<file path="src/rtl/cimo_cfg.svh">
`ifndef CIMO_CFG_SVH
`define CIMO_CFG_SVH
// ----------------------------------------
// register offsets
// ----------------------------------------
`define CIMO_OFS_MASK2      8'h1f
`define CIMO_OFS_MASK_STAT  8'h20
// ----------------------------------------
// reset values
// ----------------------------------------
`define CIMO_RST_MASK2      8'h00
`define CIMO_RST_MASK_STAT  8'h00
// ----------------------------------------
// field positions
// ----------------------------------------
`define CIMO_BIT_SW_OC      7
`define CIMO_BIT_WDOG       6
`define CIMO_BIT_HICCUP     5
`define CIMO_BIT_LLOAD      4
`define CIMO_BIT_ADC        3
`define CIMO_BIT_HIZ        2
`define CIMO_BIT_SUSP       1
`define CIMO_BIT_BTEMP      0
`define CIMO_BIT_BUSF       7
`define CIMO_BIT_BAT_CC     6
`define CIMO_BIT_OUT_CC     5
`define CIMO_BIT_VLOW       4
`define CIMO_BIT_VOV        3
`define CIMO_STATE_HI       2
`define CIMO_STATE_LO       0
`define CIMO_STATE_MAX      3'h4
`endif

</file>
<file path="src/rtl/cimo_pkg.sv">
`default_nettype none
package cimo_pkg;
  typedef enum logic [2:0] {
    CIMO_REVERSE_IDLE_STATE = 3'b000,
    CIMO_ST1                = 3'b001,
    CIMO_ST2                = 3'b010,
    CIMO_ST3                = 3'b011,
    CIMO_ST4                = 3'b100
  } cimo_state_t;
endpackage : cimo_pkg
`default_nettype wire

</file>
<file path="src/rtl/cimo_top.sv">
`timescale 1ns/10ps
`default_nettype none
`include "cimo_cfg.svh"
// Summary of operation
// - switch overcurrent drives interrupt pin unless its mask bit is set
// - watchdog expiry drives interrupt pin unless its mask bit is set
// - entering reverse hiccup drives interrupt pin unless masked
// - entering reverse light-load disable drives interrupt pin unless masked
// - converter ready rising edge drives interrupt pin unless masked
// - high-impedance entry rising edge drives interrupt pin unless masked
// - charge suspend entry rising edge drives interrupt pin unless masked
// - reverse battery temperature fault rising edge in reverse mode drives pin unless masked
// - bus fault drives interrupt pin unless status bit 7 mask set
// - bit 6 shows battery-side current limit, only in reverse mode
// - bit 5 shows output current limit, only in reverse mode
// - bits 4 and 3 show live battery low and overvoltage in reverse mode
// - bits 2:0 show reverse state code, zero when not active, 5-7 invalid
module cimo_top (
  // clock and reset
  input  wire logic       core_clk_in,
  input  wire logic       rst_in,
  input  wire logic       ce_in,
  // register port
  input  wire logic [7:0] reg_addr_in,
  input  wire logic       reg_wr_in,
  input  wire logic [7:0] reg_wdata_in,
  input  wire logic       reg_rd_in,
  output var  logic [7:0] reg_rdata_out,
  // event sources
  input  wire logic       sw_overcurrent_in,
  input  wire logic       watchdog_expiry_in,
  input  wire logic       reverse_hiccup_in,
  input  wire logic       reverse_light_load_in,
  input  wire logic       converter_ready_in,
  input  wire logic       high_impedance_in,
  input  wire logic       charge_suspend_in,
  input  wire logic       reverse_battery_temp_in,
  input  wire logic       bus_fault_in,
  input  wire logic       event_clear_in,
  // reverse mode status
  input  wire logic       reverse_active_in,
  input  wire logic       battery_current_limit_in,
  input  wire logic       output_current_limit_in,
  input  wire logic       battery_low_in,
  input  wire logic       battery_overvoltage_in,
  input  wire logic [2:0] reverse_state_in,
  // interrupt pin and pending events
  output var  logic       interrupt_pin_low_out,
  output var  logic [8:0] pending_out
);
  // ----------------------------------------
  // state
  // ----------------------------------------
  typedef struct packed {
    logic [7:0]           mask2;
    logic                 bus_fault_mask;
    logic                 bat_cc;
    logic                 out_cc;
    logic                 vlow;
    logic                 vov;
    cimo_pkg::cimo_state_t code;
    logic [8:0]           pend;
    logic [7:0]           rdata;
    logic                 irq_n;
  } cimo_st_t;
  cimo_st_t st_r;
  cimo_st_t st_nxt;
  logic [8:0] lvl;
  logic [8:0] rise;
  logic [8:0] masks;
  logic [8:0] hit;
  logic       wr_en;
  // ----------------------------------------
  // edge detection
  // ----------------------------------------
  // level sources are edge-qualified too, so a stuck level fires once
  assign lvl = {bus_fault_in, sw_overcurrent_in, watchdog_expiry_in, reverse_hiccup_in,
                reverse_light_load_in, converter_ready_in, high_impedance_in,
                charge_suspend_in, reverse_battery_temp_in & reverse_active_in};
  cimo_edge #(.W(9)) u_edge (
    .core_clk_in (core_clk_in),
    .rst_in      (rst_in),
    .ce_in       (ce_in),
    .lvl_in      (lvl),
    .rise_out    (rise)
  );
  function automatic logic addr_hit(input logic [7:0] a, input logic [7:0] ofs);
    addr_hit = (a == ofs);
  endfunction : addr_hit
  function automatic cimo_pkg::cimo_state_t code_of(input logic act, input logic [2:0] c);
    // invalid codes shown as idle
    if (!act || c > `CIMO_STATE_MAX) begin
      code_of = cimo_pkg::CIMO_REVERSE_IDLE_STATE;
    end else begin
      code_of = cimo_pkg::cimo_state_t'(c);
    end
  endfunction : code_of
  assign masks = {st_r.bus_fault_mask, st_r.mask2};
  assign hit   = rise & ~masks;
  assign wr_en = ce_in & reg_wr_in;
  // ----------------------------------------
  // next state
  // ----------------------------------------
  always_comb begin
    st_nxt = st_r;
    if (ce_in) begin
      if (wr_en && addr_hit(reg_addr_in, `CIMO_OFS_MASK2)) begin
        st_nxt.mask2 = reg_wdata_in;
      end
      if (wr_en && addr_hit(reg_addr_in, `CIMO_OFS_MASK_STAT)) begin
        st_nxt.bus_fault_mask = reg_wdata_in[`CIMO_BIT_BUSF];
      end
      // masking a source also drops its pending event; set wins over clear
      st_nxt.pend = ((st_r.pend & ~masks) & {9{~event_clear_in}}) | hit;
      st_nxt.bat_cc = reverse_active_in & battery_current_limit_in;
      st_nxt.out_cc = reverse_active_in & output_current_limit_in;
      st_nxt.vlow   = reverse_active_in & battery_low_in;
      st_nxt.vov    = reverse_active_in & battery_overvoltage_in;
      st_nxt.code   = code_of(reverse_active_in, reverse_state_in);
      st_nxt.irq_n  = ~(|(st_r.pend & ~masks));
      if (reg_rd_in) begin
        if (addr_hit(reg_addr_in, `CIMO_OFS_MASK2)) begin
          st_nxt.rdata = st_r.mask2;
        end else if (addr_hit(reg_addr_in, `CIMO_OFS_MASK_STAT)) begin
          st_nxt.rdata = {st_r.bus_fault_mask, st_r.bat_cc, st_r.out_cc,
                          st_r.vlow, st_r.vov, st_r.code};
        end else begin
          st_nxt.rdata = 8'h00;
        end
      end
    end
  end
  // ----------------------------------------
  // registers
  // ----------------------------------------
  always_ff @(posedge core_clk_in or posedge rst_in) begin
    if (rst_in) begin
      st_r                <= '0;
      st_r.mask2          <= `CIMO_RST_MASK2;
      st_r.bus_fault_mask <= 1'b0;
      st_r.irq_n          <= 1'b1;
    end else begin
      st_r <= st_nxt;
    end
  end
  assign reg_rdata_out         = st_r.rdata;
  assign interrupt_pin_low_out = st_r.irq_n;
  assign pending_out           = st_r.pend;
endmodule : cimo_top
`default_nettype wire

</file>
<file path="src/rtl/cimo_edge.sv">
`timescale 1ns/10ps
`default_nettype none
// ----------------------------------------
// rising edge detector, one bit per lane
// ----------------------------------------
module cimo_edge #(
  parameter int W = 4
) (
  // clock and reset
  input  wire logic         core_clk_in,
  input  wire logic         rst_in,
  input  wire logic         ce_in,
  // levels in, rising edges out
  input  wire logic [W-1:0] lvl_in,
  output var  logic [W-1:0] rise_out
);
  typedef struct packed {
    logic [W-1:0] prev;
    logic [W-1:0] rise;
  } cimo_edge_st_t;
  cimo_edge_st_t st_r;
  cimo_edge_st_t st_nxt;
  // a zero-lane detector has nothing to register
  if (W < 1) begin : g_bad_width
    $error("edge detector needs at least one lane");
  end
  always_comb begin
    st_nxt = st_r;
    if (ce_in) begin
      st_nxt.prev = lvl_in;
      st_nxt.rise = lvl_in & ~st_r.prev;
    end
  end
  always_ff @(posedge core_clk_in or posedge rst_in) begin
    if (rst_in) begin
      st_r <= '0;
    end else begin
      st_r <= st_nxt;
    end
  end
  assign rise_out = st_r.rise;
endmodule : cimo_edge
`default_nettype wire

</file>
<file path="config.mk">
export PLATFORM = sky130hd
export DESIGN_NAME = cimo_top
export DESIGN_NICKNAME = d
export VERILOG_FILES = /design/src/rtl/cimo_pkg.sv /design/src/rtl/cimo_top.sv /design/src/rtl/cimo_edge.sv
export VERILOG_INCLUDE_DIRS = /design/src /design/src/rtl
export SDC_FILE = /design/constraint.sdc
export NUM_CORES = 1
export LEC_CHECK = 0
export ABC_AREA = 1
export BUFFER_PORTS_ARGS = -buffer_cell sky130_fd_sc_hd__buf_2
export CAP_MARGIN = 20
export CORE_AREA = 4 4 78 80
export CTS_CLUSTER_DIAMETER = 200
export DETAILED_ROUTE_END_ITERATION = 7
export DIE_AREA = 0 0 82 84
export PLACE_DENSITY = 0.8
export SYNTH_ARGS = -nofsm -noshare
export SYNTH_HDL_FRONTEND = slang
export SYNTH_HIERARCHICAL = 1
export SYNTH_SLANG_ARGS = --single-unit
</file>
<file path="constraint.sdc">
create_clock -name core_clk_in -period 1.5 [get_ports core_clk_in]
set_input_delay 0.45 -clock core_clk_in [delete_from_list [all_inputs] [get_ports core_clk_in]]
set_output_delay 0.45 -clock core_clk_in [all_outputs]
set_load 0.01 [all_outputs]
</file>
==> reports/results.ini <==
[clock_tree]
clk_pin_slew_ns = 0.10
htree_levels = 2
clockBufferDepth = 2
cts_tree = built
cts.sinks = 52
clk_latency_ns = 0.31
numCtsBuffers = 5
cts_resized = 0
postCtsSetupBuffers = 0
hold_buffers = 0
cts_root_buf = clkbuf_8

[die]
core_region_area_um2 = 5410
std_cell_rows = 27
die_w_um = 82
io_pins = 57
die_height_um = 84
dieArea_um2 = 6890
start_util = 0.486

[power_and_ir_drop]
irDropWorstVdd_mv = 0.730
p_per_area_nw_per_um2 = 1090
p_leak_uw = 0.00169

[critical_path]
r2r_slack_ns = 0.56
cp-end-kind = primary output
required_ns = 1.05
crit_fanout = 2
crit_chain = buf_2
start_kind = flop
crit_path_top_delay_cell = dfstp_2
cp.arrival_ns = 0.96
max_stage_delay_ns = 0.53
critPathKind = reg -> out
path_delay_family = flip-flops
cp.buffers_inverters = 1

[route]
initialDrtViolationCount = 99
vias = 2009
dr.pass1.iters = 4
drt-total-wl_mm = 5.29
wl_per_cell_um = 12.6
antenna_left = 0
route.detailed.drc = 0
viasPerCell = 4.77

[placement]
dp_slack_ns = -0.0156
portBuffers = 56
gp_congestion = 0.834
place_hpwl_mm = 4.07

[synth]
synth_top_cell_area_share = 0.485
synth_area_um2 = 2630
synth_cells = 314
synth-seq-cells = 52
synth_edf_count = 0
synth_top_cell_by_area = dfrtp_1
synth_seq_area_share = 0.495
synth_cell_types = 22
ys.warnings.count = 6
synthArstFlopShare = 1.00
synth_nets = 353
yosys-top-cells-area = dfrtp_1 49%, nand2_1 14%, buf_4 7.4%
ys.flop_type = dfrtp_1
syn_area_per_cell_um2 = 8.37
synth.top_cells.by_count = 96 x nand2_1, 51 x dfrtp_1, 36 x inv_1
yosysMostFrequentCell = nand2_1

[timing]
max_freq_mhz = 708
setup_violations = 0
final_max_slew_viol_count = 0
skew_ns = 0.0139
slew_headroom = 0.777
layout_setup_ws_ns = 0.0885
rsz0062_at_grt = false
fin_crit_sh = 0.941
worstMarginPinSlew_ns = 0.334
layout_min_cycle_time_ns = 1.41
hold_violations = 0

[cells_and_area]
fillers = 521
register_area_um2 = 1300
utilization = 0.545
drive_above_1_share = 0.241
insertedDiodeCount = 0
fin_nets = 387
multi_input_area_um2 = 921
syn2layout_area_growth_pct = 12.1

[grt]
grt_pass1_wl_mm = 9.00
antenna_found_initial = 0
overflow = 0
grt_max_degree = 35
first_global_vias = 1998
gr-usage-all-layers = 0.168

[run]
drv_cap = 0

[min_path]
hp-class = in -> async

[outcome]
status = finished clean

[registers in the layout, indices dropped and copies added (netlist names)]
signal                 count
st_r                       7
pending_out                9
interrupt_pin_low_out      1
u_edge/st_r                9
masks                      9
reg_rdata_out              8
u_edge/rise_out            9
[where the power goes]
group          internal (µW)  switching (µW)
registers               1500            54.9
clock network            834             467
logic                    135             213
[final cells by class]
type	count	share of cell area
Clock buffer	5	0.0234
Sequential cell	52	0.442
Inverter	37	0.0471
Multi-Input combinational cell	192	0.313
Clock inverter	3	0.0306
Tap cell	72	0.0306
Timing Repair Buffer	60	0.114
[cells in the final DEF (no fill, tap or decap), types with 4 or more instances in the layout]
cell type,count
a21oi_1,18
buf_2,56
clkbuf_8,5
dfrtp_1,51
inv_1,36
nand2_1,96
nand3_1,31
nor2_1,4
o21ai_0,24
o21ai_2,4
[per-stage QoR]
step / setup TNS [ns] / total power, µW / area, µm² / hold slack, ns / cells
2_1_floorplan: 0 / 1840 / 2630 / 0.389 / 314
3_3_place_gp: 0 / 1910 / 2790 / 0.459 / 413
3_5_place_dp: -0.0156 / 1930 / 2790 / 0.465 / 413
4_1_cts: 0 / 3240 / 2950 / 0.140 / 421
5_1_grt: 0 / 3350 / 2950 / 0.158 / 421
6_report: 0 / 3200 / 2950 / 0.143 / 421
[per-layer routing]
metal	share of wire	vias up	track usage
met5	0	-	0
met4	0.019	0	0.0604
met3	0.060	10	0.0410
met2	0.50	46	0.276
met1	0.42	919	0.211
li1	-	1034	-
[worst paths after layout]
| path | startpoint | end | cells after the start |
|---|---|---|---|
| hold / removal | rst_in | u_edge/st_r[11] | 3 |
| setup / recovery | interrupt_pin_low_out | interrupt_pin_low_out | 1 |
| setup reg to reg | masks[1] | interrupt_pin_low_out | 6 |
| hold reg to reg | interrupt_pin_low_out | interrupt_pin_low_out | 2 |
| min in group core_clk_in | reverse_state_in[2] | st_r[18] | 2 |
| max in group asynchronous | rst_in | interrupt_pin_low_out | 3 |
[cells by family (layout without fill, tap and decap cells)]
logic type      count (synthesis)  in the layout  synth area share
compound gates                 50             50             0.103
simple gates                  142            142             0.247
buf+inv                        70            105             0.154
flops                          52             52             0.495
No activity file was read; power rests on OpenSTA's default activity.
